## config.mk

```make
export PLATFORM = sky130hd
export DESIGN_NAME = rx_command_gain_control
export DESIGN_NICKNAME = d
export VERILOG_FILES = /design/src/design/rx_pin_sync.v /design/src/design/rx_command_gain_control.v
export VERILOG_INCLUDE_DIRS = /design/src /design/src/include
export SDC_FILE = /design/constraint.sdc
export NUM_CORES = 1
export LEC_CHECK = 0
export ABC_AREA = 1
export BUFFER_PORTS_ARGS = -buffer_cell sky130_fd_sc_hd__buf_2
export CORE_MARGIN = 5
export CORE_UTILIZATION = 39
export CTS_BUF_LIST = sky130_fd_sc_hd__clkbuf_8
export DETAILED_ROUTE_END_ITERATION = 7
export SLEW_MARGIN = 20
export SYNTH_ARGS = -nofsm -noshare
export SYNTH_HDL_FRONTEND = slang
export SYNTH_SLANG_ARGS = --single-unit
```

## constraint.sdc

```tcl
create_clock -name clk_in -period 1.5 [get_ports clk_in]
set_input_delay 0.225 -clock clk_in [delete_from_list [all_inputs] [get_ports clk_in]]
set_output_delay 0.225 -clock clk_in [all_outputs]
set_load 0.03 [all_outputs]
```

## src/include/rx_command_gain_control_defines.vh

```
`ifndef RX_COMMAND_GAIN_CONTROL_DEFINES_VH
`define RX_COMMAND_GAIN_CONTROL_DEFINES_VH
// Command byte framing, first two bits shifted in
`define RXC_HDR_BIT0 1'b1
`define RXC_HDR_BIT1 1'b0
// Device mode encoding for receive
`define RXC_MODE_RX 2'h2
`define RXC_MODE_OFF 2'h0
// Sub-command encodings
`define RXC_SUB_RESUME 2'h0
`define RXC_SUB_WAKE 2'h1
`define RXC_SUB_PREAMBLE 2'h2
`define RXC_SUB_FRAME 2'h3
// Gain-mode encodings
`define RXC_GAIN_KEEP 2'h0
`define RXC_GAIN_SWITCH 2'h1
`define RXC_GAIN_LOW 2'h2
`define RXC_GAIN_HIGH 2'h3
// Dynamic configuration set selectors
`define RXC_DCFG_ZERO 2'h0
`define RXC_DCFG_ONE 2'h1
`define RXC_DCFG_TWO 2'h2
// Local oscillator offset in kHz
`define RXC_LO_OFFSET_KHZ 16'h012C
// Bandgap settle time and clock rate
`define RXC_BANDGAP_NS 1000
`define RXC_CLK_MHZ 125
`define RXC_BANDGAP_CYCLES ((`RXC_BANDGAP_NS * `RXC_CLK_MHZ + 999) / 1000)
// Strength result width
`define RXC_STRENGTH_W 8
`endif

```

## src/design/rx_pin_sync.v

```verilog
`timescale 1ns/1ps
module rx_pin_sync #(
	parameter W = 1
) (
	// Clock and reset
	input wire clk_in,
	input wire rstn_in,
	// Raw and settled level
	input wire [W-1:0] raw_in,
	output reg [W-1:0] level_out
);
	reg [W-1:0] s1_reg;
	reg [W-1:0] s2_reg;
	reg [W-1:0] s3_reg;

	// Three stages; the level moves only once stages two and three agree
	always @(posedge clk_in or negedge rstn_in) begin
		if (!rstn_in) begin
			s1_reg <= {W{1'b0}};
			s2_reg <= {W{1'b0}};
			s3_reg <= {W{1'b0}};
			level_out <= {W{1'b0}};
		end else begin
			s1_reg <= raw_in;
			s2_reg <= s1_reg;
			s3_reg <= s2_reg;
			level_out <= level_out ^ ((s2_reg ~^ s3_reg) & (s2_reg ^ level_out));
		end
	end
endmodule // rx_pin_sync

```

## src/design/rx_command_gain_control.v

```verilog
// Operation
// - Above limit in wake search, drop gain
// - Reset gain starts at high setting
// - Low gain adds step compensation to strength
// - Receive mode enables synthesizer and receiver
// - Bandgap and cal clock on, wait 1us
// - Run calibration, stop its clock after
// - Wait synth lock, then receiver on
// - Command byte 1,0,freq,sub,gain fields
// - Local oscillator adds 300 kHz offset
// - Sub-band cal after transmit or freq change
// - Sub-command decode resume/wake/preamble/frame
// - Plain resume only routes receive lines
// - Idle resume starts nothing, routes output
// - Wake search restarts, set zero, high/low
// - Wake end samples status, applies follow-up
// - Preamble found switches to set two
// - Digitized outputs held, then clocked bits
// - Preamble timeout samples status, follow-up
// - Frame command uses set two directly
// - Frame reception ends only when stopped
// - Switch starts high, timer unaffected
// - Fourth bit sets mode and frequency
// - Eighth bit latches sub and gain
// - Command acts on next rising edge
`timescale 1ns/1ps
`include "rx_command_gain_control_defines.vh"
module rx_command_gain_control #(
	parameter BANDGAP_CYCLES = `RXC_BANDGAP_CYCLES,
	parameter SW = `RXC_STRENGTH_W
) (
	// Clock and reset
	input wire clk_in,
	input wire rstn_in,
	// Serial link pins
	input wire sclk_pin_in,
	input wire sdi_pin_in,
	input wire ref_clk_pin_in,
	output reg sclk_out,
	output reg sclk_oe_out,
	output reg sdo_out,
	output reg sdo_oe_out,
	// Link framing from the serial front end
	input wire cmd_start_in,
	input wire tx_command_in,
	input wire receiver_off_in,
	// Configuration
	input wire [7:0] gain_limit_reg_in,
	input wire [4:0] upper_gain_setting_in,
	input wire [3:0] reduced_gain_setting_in,
	input wire [6:0] gain_step_reg_in,
	input wire skip_filter_calibration_in,
	input wire digitized_output_in,
	input wire [1:0] wake_search_next_cfg_in,
	input wire [1:0] preamble_next_cfg_in,
	// Analog and recognition status
	input wire [SW-1:0] raw_strength_in,
	input wire filter_cal_done_in,
	input wire synth_locked_state_in,
	input wire wake_decided_in,
	input wire wake_found_in,
	input wire preamble_found_in,
	input wire preamble_timeout_in,
	input wire [1:0] detect_status_in,
	input wire rx_clock_in,
	input wire rx_data_in,
	input wire bit_strobe_in,
	// Control outputs
	output reg [1:0] device_operating_mode_out,
	output reg synth_enable_out,
	output reg receiver_enable_out,
	output reg receive_bandgap_on_out,
	output reg filter_cal_clock_on_out,
	output reg filter_cal_start_out,
	output reg receiver_on_out,
	output reg subband_cal_start_out,
	output reg [1:0] freq_set_out,
	output reg [15:0] lo_offset_khz_out,
	output reg [1:0] dyn_cfg_sel_out,
	output reg [4:0] receiver_gain_reg_out,
	output reg low_gain_active_out,
	output reg [SW-1:0] signal_strength_status_out,
	output reg [1:0] sampled_status_out,
	output reg [1:0] followup_cfg_out,
	output reg followup_valid_out,
	output reg [2:0] rx_phase_out
);
	// Receive phases, one-hot
	localparam PH_IDLE = 5'h01;
	localparam PH_WAKE = 5'h02;
	localparam PH_PREA = 5'h04;
	localparam PH_FRAME = 5'h08;
	localparam PH_DONE = 5'h10;
	// Start-up sequence, one-hot
	localparam SU_OFF = 5'h01;
	localparam SU_GAP = 5'h02;
	localparam SU_CAL = 5'h04;
	localparam SU_LOCK = 5'h08;
	localparam SU_ON = 5'h10;

	////////////////////////////////////////////////////////////////////////////
	// Pin synchronisers
	wire [2:0] pins_s;
	wire sclk_s = pins_s[0];
	wire sdi_s = pins_s[1];
	wire ref_s = pins_s[2];
	rx_pin_sync #(.W(3)) u_sync (
		.clk_in(clk_in),
		.rstn_in(rstn_in),
		.raw_in({ref_clk_pin_in, sdi_pin_in, sclk_pin_in}),
		.level_out(pins_s)
	);
	reg sclk_d_reg;
	reg ref_d_reg;
	wire sclk_rise = sclk_s & ~sclk_d_reg;
	wire sclk_fall = ~sclk_s & sclk_d_reg;
	wire ref_fall = ~ref_s & ref_d_reg;

	// Saturating add used for compensation
	function [SW-1:0] sat_add;
		input [SW-1:0] a;
		input [6:0] b;
		reg [SW:0] s;
		begin
			s = {1'b0, a} + {{(SW-6){1'b0}}, b};
			sat_add = s[SW] ? {SW{1'b1}} : s[SW-1:0];
		end
	endfunction

	////////////////////////////////////////////////////////////////////////////
	// Command shifter
	reg [3:0] bit_cnt_reg;
	reg [7:0] shift_reg;
	reg hdr_ok_reg;
	reg armed_reg;
	reg [1:0] sub_reg;
	reg [1:0] gain_reg;
	reg [1:0] prev_freq_reg;
	reg freq_valid_reg;
	reg freq_chg_reg;
	reg after_tx_reg;
	wire [7:0] shift_next = {shift_reg[6:0], sdi_s};

	// Bits sampled on falling serial clock edges, first bit first
	always @(posedge clk_in or negedge rstn_in) begin
		if (!rstn_in) begin
			sclk_d_reg <= 1'b0;
			ref_d_reg <= 1'b0;
			bit_cnt_reg <= 4'h0;
			shift_reg <= 8'h00;
			hdr_ok_reg <= 1'b0;
			armed_reg <= 1'b0;
			sub_reg <= `RXC_SUB_RESUME;
			gain_reg <= `RXC_GAIN_KEEP;
			prev_freq_reg <= 2'h0;
			freq_valid_reg <= 1'b0;
			freq_chg_reg <= 1'b0;
			after_tx_reg <= 1'b1;
			device_operating_mode_out <= `RXC_MODE_OFF;
			freq_set_out <= 2'h0;
			subband_cal_start_out <= 1'b0;
			lo_offset_khz_out <= 16'h0000;
		end else begin
			sclk_d_reg <= sclk_s;
			ref_d_reg <= ref_s;
			subband_cal_start_out <= 1'b0;
			if (tx_command_in) begin
				after_tx_reg <= 1'b1;
				lo_offset_khz_out <= 16'h0000;
			end
			if (receiver_off_in)
				device_operating_mode_out <= `RXC_MODE_OFF;
			if (cmd_start_in) begin
				bit_cnt_reg <= 4'h0;
				armed_reg <= 1'b0;
			end else if (sclk_fall && bit_cnt_reg < 4'h8) begin
				shift_reg <= shift_next;
				bit_cnt_reg <= bit_cnt_reg + 4'h1;
				if (bit_cnt_reg == 4'h1)
					hdr_ok_reg <= (shift_reg[0] == `RXC_HDR_BIT0) && (sdi_s == `RXC_HDR_BIT1);
				if (bit_cnt_reg == 4'h3 && hdr_ok_reg) begin
					device_operating_mode_out <= `RXC_MODE_RX;
					freq_set_out <= shift_next[1:0];
					lo_offset_khz_out <= `RXC_LO_OFFSET_KHZ;
					prev_freq_reg <= shift_next[1:0];
					freq_valid_reg <= 1'b1;
					// Kept until the activating edge; the cal pulse is long gone by then
					freq_chg_reg <= !freq_valid_reg || prev_freq_reg != shift_next[1:0];
					// A transmit in the same cycle must still mark the next command
					after_tx_reg <= tx_command_in;
					if (after_tx_reg || !freq_valid_reg || prev_freq_reg != shift_next[1:0])
						subband_cal_start_out <= 1'b1;
				end
				if (bit_cnt_reg == 4'h7 && hdr_ok_reg) begin
					sub_reg <= shift_next[3:2];
					gain_reg <= shift_next[1:0];
					armed_reg <= 1'b1;
				end
			end else if (sclk_rise && armed_reg)
				armed_reg <= 1'b0;
		end
	end
	wire fire = sclk_rise & armed_reg;
	wire freq_same = ~freq_chg_reg;

	////////////////////////////////////////////////////////////////////////////
	// Start-up sequence driven by the reference clock falling edge
	reg [4:0] su_reg;
	reg [15:0] gap_cnt_reg;
	wire rx_mode = device_operating_mode_out == `RXC_MODE_RX;

	// Calibration clock runs only between its two falling reference edges
	always @(posedge clk_in or negedge rstn_in) begin
		if (!rstn_in) begin
			su_reg <= SU_OFF;
			gap_cnt_reg <= 16'h0000;
			synth_enable_out <= 1'b0;
			receiver_enable_out <= 1'b0;
			receive_bandgap_on_out <= 1'b0;
			filter_cal_clock_on_out <= 1'b0;
			filter_cal_start_out <= 1'b0;
			receiver_on_out <= 1'b0;
		end else begin
			synth_enable_out <= rx_mode;
			receiver_enable_out <= rx_mode;
			filter_cal_start_out <= 1'b0;
			if (!rx_mode) begin
				su_reg <= SU_OFF;
				receive_bandgap_on_out <= 1'b0;
				filter_cal_clock_on_out <= 1'b0;
				receiver_on_out <= 1'b0;
			end else begin
				case (su_reg)
				SU_OFF: if (ref_fall) begin
					receive_bandgap_on_out <= 1'b1;
					filter_cal_clock_on_out <= ~skip_filter_calibration_in;
					gap_cnt_reg <= 16'h0000;
					su_reg <= SU_GAP;
				end
				SU_GAP: if (gap_cnt_reg >= BANDGAP_CYCLES[15:0] - 16'h0001) begin
					if (filter_cal_clock_on_out) begin
						filter_cal_start_out <= 1'b1;
						su_reg <= SU_CAL;
					end else
						su_reg <= SU_LOCK;
				end else
					gap_cnt_reg <= gap_cnt_reg + 16'h0001;
				SU_CAL: if (filter_cal_done_in && ref_fall) begin
					filter_cal_clock_on_out <= 1'b0;
					su_reg <= SU_LOCK;
				end
				SU_LOCK: if (synth_locked_state_in) begin
					receiver_on_out <= 1'b1;
					su_reg <= SU_ON;
				end
				SU_ON: su_reg <= SU_ON;
				default: su_reg <= SU_OFF;
				endcase
			end
		end
	end

	////////////////////////////////////////////////////////////////////////////
	// Receive phase machine and gain control
	reg [4:0] ph_reg;
	reg switch_mode_reg;
	reg [1:0] eff_gain;
	wire receiving = ph_reg != PH_IDLE && ph_reg != PH_DONE;
	wire restart = fire && sub_reg != `RXC_SUB_RESUME;

	// Gain-mode 01 collapses to keep outside wake search
	always @* begin
		eff_gain = gain_reg;
		if (gain_reg == `RXC_GAIN_SWITCH && sub_reg != `RXC_SUB_WAKE)
			eff_gain = `RXC_GAIN_KEEP;
	end

	// Restarting commands win over any phase in progress
	always @(posedge clk_in or negedge rstn_in) begin
		if (!rstn_in) begin
			ph_reg <= PH_IDLE;
			switch_mode_reg <= 1'b0;
			dyn_cfg_sel_out <= `RXC_DCFG_ZERO;
			receiver_gain_reg_out <= 5'h00;
			low_gain_active_out <= 1'b0;
			sampled_status_out <= 2'h0;
			followup_cfg_out <= 2'h0;
			followup_valid_out <= 1'b0;
			signal_strength_status_out <= {SW{1'b0}};
			rx_phase_out <= 3'h0;
		end else begin
			followup_valid_out <= 1'b0;
			if (ph_reg == PH_IDLE && !receiving && !fire && !low_gain_active_out)
				receiver_gain_reg_out <= upper_gain_setting_in;
			if (tx_command_in || receiver_off_in || !rx_mode) begin
				ph_reg <= PH_IDLE;
				switch_mode_reg <= 1'b0;
			end else if (restart) begin
				case (sub_reg)
				`RXC_SUB_WAKE: begin
					ph_reg <= PH_WAKE;
					dyn_cfg_sel_out <= `RXC_DCFG_ZERO;
				end
				`RXC_SUB_PREAMBLE: begin
					ph_reg <= PH_PREA;
					dyn_cfg_sel_out <= `RXC_DCFG_ONE;
				end
				default: begin
					ph_reg <= PH_FRAME;
					dyn_cfg_sel_out <= `RXC_DCFG_TWO;
				end
				endcase
				switch_mode_reg <= eff_gain == `RXC_GAIN_SWITCH;
				if (eff_gain == `RXC_GAIN_LOW) begin
					receiver_gain_reg_out <= {1'b0, reduced_gain_setting_in};
					low_gain_active_out <= 1'b1;
				end else if (eff_gain == `RXC_GAIN_HIGH || eff_gain == `RXC_GAIN_SWITCH) begin
					receiver_gain_reg_out <= upper_gain_setting_in;
					low_gain_active_out <= 1'b0;
				end
			end else begin
				case (ph_reg)
				PH_WAKE: begin
					// Switch does not touch the wake timer, which lives outside
					if (switch_mode_reg && !low_gain_active_out &&
						raw_strength_in > gain_limit_reg_in[SW-1:0]) begin
						receiver_gain_reg_out <= {1'b0, reduced_gain_setting_in};
						low_gain_active_out <= 1'b1;
					end
					if (wake_decided_in) begin
						sampled_status_out <= detect_status_in;
						followup_cfg_out <= wake_search_next_cfg_in;
						followup_valid_out <= 1'b1;
						ph_reg <= PH_DONE;
					end
				end
				PH_PREA: if (preamble_found_in) begin
					sampled_status_out <= detect_status_in;
					dyn_cfg_sel_out <= `RXC_DCFG_TWO;
					ph_reg <= PH_FRAME;
				end else if (preamble_timeout_in) begin
					sampled_status_out <= detect_status_in;
					followup_cfg_out <= preamble_next_cfg_in;
					followup_valid_out <= 1'b1;
					ph_reg <= PH_DONE;
				end
				PH_FRAME: ph_reg <= PH_FRAME;
				PH_IDLE: ph_reg <= PH_IDLE;
				PH_DONE: ph_reg <= PH_DONE;
				default: ph_reg <= PH_IDLE;
				endcase
			end
			// Compensated strength keeps the reading continuous across gain steps
			signal_strength_status_out <= low_gain_active_out ?
				sat_add(raw_strength_in, gain_step_reg_in) : raw_strength_in;
			rx_phase_out <= {ph_reg == PH_FRAME, ph_reg == PH_PREA, ph_reg == PH_WAKE};
		end
	end

	////////////////////////////////////////////////////////////////////////////
	// Serial line routing
	reg route_reg;
	reg bit_reg;

	// Lines are handed back when a new command byte starts
	always @(posedge clk_in or negedge rstn_in) begin
		if (!rstn_in) begin
			route_reg <= 1'b0;
			bit_reg <= 1'b0;
			sclk_out <= 1'b0;
			sclk_oe_out <= 1'b0;
			sdo_out <= 1'b0;
			sdo_oe_out <= 1'b0;
		end else begin
			if (cmd_start_in || tx_command_in)
				route_reg <= 1'b0;
			else if (fire && (sub_reg != `RXC_SUB_RESUME || freq_same || !receiving))
				route_reg <= 1'b1;
			if (bit_strobe_in)
				bit_reg <= rx_data_in;
			sclk_oe_out <= route_reg;
			sdo_oe_out <= route_reg;
			if (!digitized_output_in) begin
				sclk_out <= rx_clock_in;
				sdo_out <= rx_data_in;
			end else if (ph_reg == PH_WAKE) begin
				sclk_out <= 1'b1;
				sdo_out <= 1'b0;
			end else if (ph_reg == PH_PREA) begin
				sclk_out <= 1'b1;
				sdo_out <= 1'b1;
			end else if (ph_reg == PH_FRAME) begin
				sclk_out <= rx_clock_in;
				sdo_out <= bit_reg;
			end else begin
				sclk_out <= 1'b1;
				sdo_out <= 1'b0;
			end
		end
	end
endmodule // rx_command_gain_control

```

Word-level counts from Yosys, hierarchy flattened --
Index checks and enable logic that the tools add are counted.
Storage, ports and cells: output and inout bits 55, flip-flop bits (word level) 112, logic and storage cells 260
Cells by class: bitwise operators 17, reductions and logical operators 55, add/sub/neg operators 3, equal/unequal tests 43, $lt $le $gt $ge 3, multiplexer cells 98
Operator list (count):
- 16-bit two-way mux | 6
- 5-bit two-way mux | 17
- 1-bit two-way mux | 47
- 16-bit one-hot mux with 2 select lines | 1
- 2-bit two-way mux | 14
- 5-bit one-hot mux with 5 select lines | 1
- 5-bit one-hot mux with 4 select lines | 1
- 2-bit nonzero test | 10
- 16-bit by 1-bit adder with 16-bit output (second input constant) | 1
- 16-bit by 7-bit greater-or-equal comparator with 1-bit output (second input constant) | 1
- 8-bit two-way mux | 2
- 1-bit logical AND | 15
- 3-bit inequality test (second input constant) | 5
- 3-bit AND reduction | 5
- 2-bit inequality test (second input constant) | 7
- 4-bit two-way mux | 3
- 2-bit one-hot mux with 2 select lines | 3
- 4-bit AND reduction | 3
- 5-bit by 1-bit == test with 1-bit output (second input constant) | 2
- 5-bit by 2-bit == test with 1-bit output (second input constant) | 2
- 5-bit by 3-bit == test with 1-bit output (second input constant) | 2
- 5-bit by 4-bit == test with 1-bit output (second input constant) | 2
- 5-bit == test (second input constant) | 2
- 5-bit inequality test (second input constant) | 2
- other kinds (28) | 65

Depth between registers and ports, before layout --
Gate-level depths: netlist of the first run.
depth in word-level cells 11, gate-level depth with buffers 14

Hierarchy --
Synthesis of the first run repeated with hierarchy kept, for this count alone.
Second synthesis, totals: cells, all modules 649, area total of the unflattened synthesis 5541.6 sq um
Modules (own cells, without submodules):
- rx_command_gain_control | area each 5192.5 sq um, cells an instance 625, times used 1, sequential area each 2506.2 sq um
- rx_pin_sync | area each 349.1 sq um, cells an instance 24, times used 1, sequential area each 300.3 sq um

Least setup slack after synthesis of the first run --
Ideal clock, no wire load.
kind input port to flip-flop, from input gain_step_reg_in[0], to register signal_strength_status_out[1], data required time 1.381 ns, arrival time 1.569 ns, path slack -0.188 ns, cell stages on the path 10, path buffers 0, library setup time 0.119 ns, cell sequence ha_1 > fa_1 > nand3_1 > nand3_1 > nand3_1 > nand2_1 > nor2_1 > inv_1 > o22ai_1 > inv_1
On the way: longest elaborated chain between the ends 3
RTL lines:
- from (decl) | RTL line rx_command_gain_control.v:51 | input wire [6:0] gain_step_reg_in,
- 8-bit by 7-bit adder with 9-bit output | RTL line rx_command_gain_control.v:125 | s = {1'b0, a} + {{(SW-6){1'b0}}, b};
- 8-bit two-way mux | RTL line rx_command_gain_control.v:126 | sat_add = s[SW] ? {SW{1'b1}} : s[SW-1:0];
- 8-bit two-way mux | RTL line rx_command_gain_control.v:354 | signal_strength_status_out <= low_gain_active_out ?
- to (signal assigned) | RTL line rx_command_gain_control.v:289 | signal_strength_status_out <= {SW{1'b0}};
- to (signal assigned) | RTL line rx_command_gain_control.v:354
- to (decl) | RTL line rx_command_gain_control.v:82 | output reg [SW-1:0] signal_strength_status_out,
No other way between the ends. A chain may end at the register's enable or synchronous reset.

Final worst setup path of the first run --
from register sub_reg[1], to register receiver_gain_reg_out[0]
On the way: longest elaborated chain between the ends 9
RTL lines:
- from (decl) | RTL line rx_command_gain_control.v:136 | reg [1:0] sub_reg;
- from (signal assigned) | RTL line rx_command_gain_control.v:153 | sub_reg <= `RXC_SUB_RESUME;
- from (signal assigned) | RTL line rx_command_gain_control.v:195 | sub_reg <= shift_next[3:2];
- 2-bit by 1-bit inequality test with 1-bit output (no source line)
- 1-bit logical AND (no source line)
- 2-bit two-way mux | RTL line rx_command_gain_control.v:274 | if (gain_reg == `RXC_GAIN_SWITCH && sub_reg != `RXC_SUB_WAKE)
- 2-bit == test (no source line) / 2-bit by 1-bit == test with 1-bit output (equally long branches)
- 1-bit logical OR (no source line)
- 5-bit two-way mux | RTL line rx_command_gain_control.v:317 | end else if (eff_gain == `RXC_GAIN_HIGH || eff_gain == `RXC_GAIN_SWITCH) begin
- 5-bit two-way mux | RTL line rx_command_gain_control.v:314 | if (eff_gain == `RXC_GAIN_LOW) begin
- 5-bit two-way mux (*) | RTL line rx_command_gain_control.v:298 | end else if (restart) begin
- 5-bit two-way mux (*) | RTL line rx_command_gain_control.v:295 | if (tx_command_in || receiver_off_in || !rx_mode) begin
- to (signal assigned) | RTL line rx_command_gain_control.v:294 | receiver_gain_reg_out <= upper_gain_setting_in;
- to (signal assigned) | RTL line rx_command_gain_control.v:315 | receiver_gain_reg_out <= {1'b0, reduced_gain_setting_in};
- to (signal assigned) | RTL line rx_command_gain_control.v:318 | receiver_gain_reg_out <= upper_gain_setting_in;
- to (decl) | RTL line rx_command_gain_control.v:80 | output reg [4:0] receiver_gain_reg_out,
Mark *: on every way between the ends. The rest lies on a longest branch, timed or not.

==> results.toml, run 1 <==
[status]
status = "complete, but fails checks"
violations = "setup timing"

[critical_path]
reg2reg_setup_slack_ns = -0.02
cpPeakStageDelay_ns = 0.40
r2r-end = "receiver_gain_reg_out[0]"
required_ns = 1.78
critPathBufInv = 3
endpoint_kind = "register"
worstRegToRegCells = 9
slowest_stage = "dfrtp_1"
crit_arrival_ns = 1.80
path_max_fanout = 8
cp-startpoint = "sub_reg[1]"
critical_path_class = "register to register"
r2r_start = "sub_reg[1]"
cp_top_family = "buffers and inverters"
start_kind = "register"
cp_cell_sequence = "inv_1 -> ha_2 -> o21ai_2 -> buf_4 -> buf_4 -> nand3_1 -> nand2_1 -> nand2_1 -> nand3_2"

[placement]
dp_slack_ns = -0.2296
portBuffers = 110
gp_congestion = 0.8847
dp_hpwl_mm = 10.08

[synth]
yosysTopAreaCell = "dfrtp_1"
ys_types = 49
yosys.area_share.simple = 0.2378
synth_commonest_cells = "125 x nand2_1, 109 x dfrtp_1, 98 x inv_1"
synth_compound_area_frac = 0.09530
netlist.area_leader.share = 0.4900
synthAdderAreaFrac = 0.05844
synth_cells = 622
synth_mux_area_frac = 0.003596
synthesis.area_um2 = 5567
syn_avg_cell_area_um2 = 8.950
synthTopCellsByArea = "dfrtp_1 49%, nand2_1 8.4%, inv_1 6.6%, ha_1 4.9%, nor2_1 3.9%"
synth_most_common_cell = "nand2_1"
yosysWarnings = 0
synth-xor-area-share = 0.01888
synth_top_family_by_area = "simple AND/OR/NAND/NOR gates"
yosysSeqAreaShare = 0.5042
synth_edf_count = 0
synthArstFlopShare = 1.000
synth_fp_nets = 702
synth-main-ff-cell = "dfrtp_1"
ys_ff_latch = 112

[global_routing]
grt_pass1_vias = 4572
antenna_found_initial = 0
grt_use_total = 0.1602
grt_first_pass_wirelength_mm = 21.34
overflow = 0
grt_start_max_net_pins = 34

[cts]
cts.sinks = 112
clockRootBuffer = "clkbuf_8"
cts_buffer_depth = 2
path_clk_slew_ns = 0.11
cts_tree = "done"
cts_buffers = 9
clk_latency_ns = 0.39
htree_levels = 3

[timing]
tightestPinTransition_ns = 0.4877
rsz0062_at_grt = "yes"
setup_violations = 1
min_period_ns = 1.519
slew_headroom = 0.6749
final-hold-violation-count = 0
timing.hold.ws_ns = 0.03559
fin_skew_ns = 0.01717
worst_slack_ns = -0.01857
fmax_mhz = 658.5
timing.final.crit_share = 1.012
finalMaxSlewViolations = 0

[route]
first_iter_violations = 257
antenna_left = 0
viasPerCell = 4.738
drc = 0
vias = 4672
wl_per_cell_um = 13.52
totalWireLength_mm = 13.33
dr.pass1.iters = 4

[worst_hold_path]
hold-path-cell-count = 2
hp-start = "rx_clock_in"
hold_class = "input pin to register"
min_to = "sclk_out"

[die]
io_pins = 112
core_um2 = 13930
design.die.area_um2 = 16760
num_rows = 43
die_h_um = 129.5
die_x_um = 129.5
start_util = 0.3995

[finish]
diodes = 0
fin_nets = 881
drive_gt1_frac = 0.3697
area_growth_pct = 32.41
fill_cells = 1295

[power]
ir_worst_vdd_mv = 0.7791
p_per_area_nw_per_um2 = 808.8
p_leak_nw = 3.935

[job]
maxCapViolCount = 0
routing by layer:
metal,global-route usage,vias up,part of all wire
li1,-,2345,-
met1,0.2018,2219,0.43
met5,0,-,0
met3,0.04740,21,0.048
met4,0.03973,0,0.014
met2,0.2723,87,0.50
kinds of logic after synthesis:
group / count (synthesis)
adder cells (fa/ha/maj): 26
buffers and inverters: 111
XOR/XNOR: 12
flip-flops: 112
AO/OA/AOI/OAI: 86
multiplexers: 2
AND/OR/NAND/NOR: 273
worst max path at each step:
stage	slack [ns]	cells after the start	endpoint
floorplan	-0.04	10	signal_strength_status_out[1]
global placement	-0.19	11	signal_strength_status_out[1]
detailed placement	-0.23	11	signal_strength_status_out[1]
CTS	0.002	8	receiver_gain_reg_out[3]
global route	-0.11	10	receiver_gain_reg_out[2]
finish	-0.02	9	receiver_gain_reg_out[0]
where the power goes:
group | internal [mW] | switching, mW | total, mW
clock | 0.996 | 1.04 | 2.03
sequential | 3.13 | 0.0780 | 3.21
combinational | 0.310 | 0.413 | 0.723
worst register-to-register path, stage by stage (launching register included):
cell and delay [ns]:
dfrtp_1 0.40, inv_1 0.14, ha_2 0.22, o21ai_2 0.06
buf_4 0.16, buf_4 0.14, nand3_1 0.07, nand2_1 0.07
nand2_1 0.09, nand3_2 0.08
per-stage QoR:
step | TNS (ns) | cells | utilization | power (mW) | cell area (µm²)
after global placement | -1.153 | 957 | 0.4838 | 3.945 | 6741
final | -0.01857 | 986 | 0.5290 | 5.961 | 7371
after floorplan | -0.06798 | 622 | - | 3.615 | 5597
after global routing | -1.488 | 986 | 0.5290 | 6.268 | 7371
after detailed placement | -1.566 | 957 | 0.4838 | 3.971 | 6741
after CTS | 0 | 978 | 0.5045 | 6.048 | 7030
repair_timing:
item                                    4_1_cts  5_1_grt
hold endpoints to repair                     30        0
pin swaps                                     0       24
buffers inserted                              0        7
gates resized for setup                       3       81
gates cloned                                  0        1
hold buffers                                  5        0
endpoints found under the setup margin        5       53
layout by cell type, fill, tap and decap left out, types with 11 or more instances in the layout:
cell,n
o21ai_2,12
nand2_2,18
dfrtp_1,100
nand2_1,105
nand4_1,15
nand3_1,23
nor2_1,52
ha_1,19
buf_2,109
xor2_1,11
inv_1,94
buf_4,56
a21oi_1,20
o21ai_0,20
layout make-up:
cell class / count / area [µm²] / area share
well taps: 180 / 225.2 / 0.03056
clock buffers: 10 / 137.6 / 0.01867
inverters: 103 / 389.1 / 0.05279
multi-input cells: 399 / 2587 / 0.3510
flip-flops and latches: 112 / 2818 / 0.3823
clock inverters: 6 / 90.09 / 0.01222
repair buffers: 176 / 1124 / 0.1524
No activity file was read; power rests on OpenSTA's default activity.
==> run 2, diff against run 1 <==
==> constraint.sdc (replaced) <==
create_clock -name clk_in -period 1.5 [get_ports clk_in]
set_input_delay 0.15 -clock clk_in [delete_from_list [all_inputs] [get_ports clk_in]]
set_output_delay 0.15 -clock clk_in [all_outputs]
set_load 0.03 [all_outputs]
==> results.toml, run 2 (synthesized netlist as in run 1, its figures left out) <==
[die]
die_x_um = 129.5
start_util = 0.3995
die_h_um = 129.5
io_pins = 112
num_rows = 43
core_um2 = 13930
design.die.area_um2 = 16760

[route]
viasPerCell = 4.692
drc = 0
first_iter_violations = 235
dr.pass1.iters = 4
totalWireLength_mm = 13.85
vias = 4701
antenna_left = 0
wl_per_cell_um = 13.82

[worst_hold_path]
hold_class = "input pin to register"
min_to = "followup_valid_out"
hp-start = "wake_decided_in"
hold-path-cell-count = 3

[global_routing]
grt_start_max_net_pins = 41
grt_first_pass_wirelength_mm = 22.59
antenna_found_initial = 0
grt_use_total = 0.1680
overflow = 0
grt_pass1_vias = 4816

[cts]
cts.sinks = 112
clk_latency_ns = 0.37
cts_buffer_depth = 2
cts_tree = "done"
path_clk_slew_ns = 0.10
clockRootBuffer = "clkbuf_8"
htree_levels = 3
cts_buffers = 9

[critical_path]
crit_arrival_ns = 1.81
r2r_start = "sub_reg[0]"
r2r-end = "receiver_gain_reg_out[2]"
required_ns = 1.82
reg2reg_setup_slack_ns = 0.008
endpoint_kind = "register"
critical_path_class = "register to register"
worstRegToRegCells = 9
path_max_fanout = 5
start_kind = "register"

[power]
ir_worst_vdd_mv = 0.4519
p_clk_frac = 0.335
p_leak_nw = 3.990
comb_power_share = 0.123
power_frac_seq = 0.542
power.switching_mw = 1.497
total_power_mw = 5.916
p_per_area_nw_per_um2 = 796.2
p_sw_frac = 0.2531
p_int_mw = 4.419

[finish]
fin_nets = 897
fill_cells = 1302
drive_gt1_frac = 0.3601
final_cell_mix = "109 x nand2_1, 109 x buf_2, 105 x dfrtp_1"
area_growth_pct = 33.49
postLayoutCoreUtil = 0.5333
diodes = 0
finalNonFillerCells = 1002
final_cell_area_um2 = 7431

[placement]
portBuffers = 110
placedCellCount = 950
dp_hpwl_mm = 10.47
gp_congestion = 0.9023
dpl_cell_area_um2 = 6661

[timing]
setup_violations = 0
fin_skew_ns = 0.008108
slew_headroom = 0.7163
final-hold-violation-count = 0
min_period_ns = 1.492
rsz0062_at_grt = "yes"
timing.final.crit_share = 0.9950
fmax_mhz = 670.0
finalMaxSlewViolations = 0
tightestPinTransition_ns = 0.4255
timing.hold.ws_ns = 0.04091

[job]
maxCapViolCount = 0

[status]
status = "finished clean"
## run 2: cell count changes in the layout (fill, tap and decap cells not counted), sizes merged
cell and change:
inv -3, clkinv +1, buf +7, dlygate4sd3 +9, clkinvlp +2
## run 2: critical path: stages, from the launching register on
cell and delay (ns):
dfrtp_1 0.39, buf_4 0.14, ha_2 0.19, o21ai_2 0.19, buf_4 0.18, buf_4 0.10, nand3_1 0.07, nand2_1 0.06
nand2_1 0.05, nand3_1 0.07
## run 2: cell type report
| type | instances | area (µm²) | area share |
|---|---|---|---|
| flip-flops and latches | 112 | 2811 | 0.3783 |
| clock buffers | 10 | 137.6 | 0.01852 |
| clock inverters | 6 | 83.83 | 0.01128 |
| inverters | 103 | 394.1 | 0.05304 |
| multi-input cells | 399 | 2514 | 0.3383 |
| well taps | 180 | 225.2 | 0.03031 |
| repair buffers | 192 | 1265 | 0.1702 |
## run 2: how the worst max path moves through the flow
stage	startpoint	end	slack (ns)
after floorplan	device_operating_mode_out[1]	followup_cfg_out[0]	0.008
after global placement	gain_step_reg_in[0]	signal_strength_status_out[2]	-0.17
after detailed placement	gain_step_reg_in[0]	signal_strength_status_out[2]	-0.22
after CTS	device_operating_mode_out[1]	su_reg[4]	-0.01
after global routing	ph_reg[2]	ph_reg[2]	-0.08
final	sub_reg[0]	receiver_gain_reg_out[2]	0.008
## run 2: power by group through the flow
| stage | logic [mW] | clock network, mW | registers (mW) |
|---|---|---|---|
| finish | 0.727 | 1.98 | 3.21 |
| global route | 0.834 | 2.19 | 3.22 |
| CTS | 0.718 | 2.07 | 3.21 |
| detailed placement | 0.685 | 0 | 3.26 |
| global placement | 0.668 | 0 | 3.26 |
| floorplan | 0.318 | 0 | 3.29 |
## run 2: metal layers
| metal | GRT usage | part of all wire | vias up |
|---|---|---|---|
| li1 | - | - | 2384 |
| met1 | 0.2179 | 0.44 | 2231 |
| met2 | 0.2851 | 0.51 | 74 |
| met3 | 0.02721 | 0.029 | 12 |
| met4 | 0.06112 | 0.012 | 0 |
| met5 | 0 | 0 | - |
## run 2: timing repair
item	in CTS	in global routing
gates resized for setup	5	75
endpoints found under the hold margin	37	0
buffers inserted	1	19
hold buffers	14	0
endpoints found under the setup margin	22	42
pin swaps	1	14
gates cloned	0	2
## run 2: metrics by stage
stage	TNS [ns]	setup WS [ns]
after floorplan	0	0.008094
after global placement	-0.9935	-0.1748
after detailed placement	-1.354	-0.2163
after CTS	-0.01385	-0.01385
after global routing	-1.125	-0.08450
final	0	0.007539
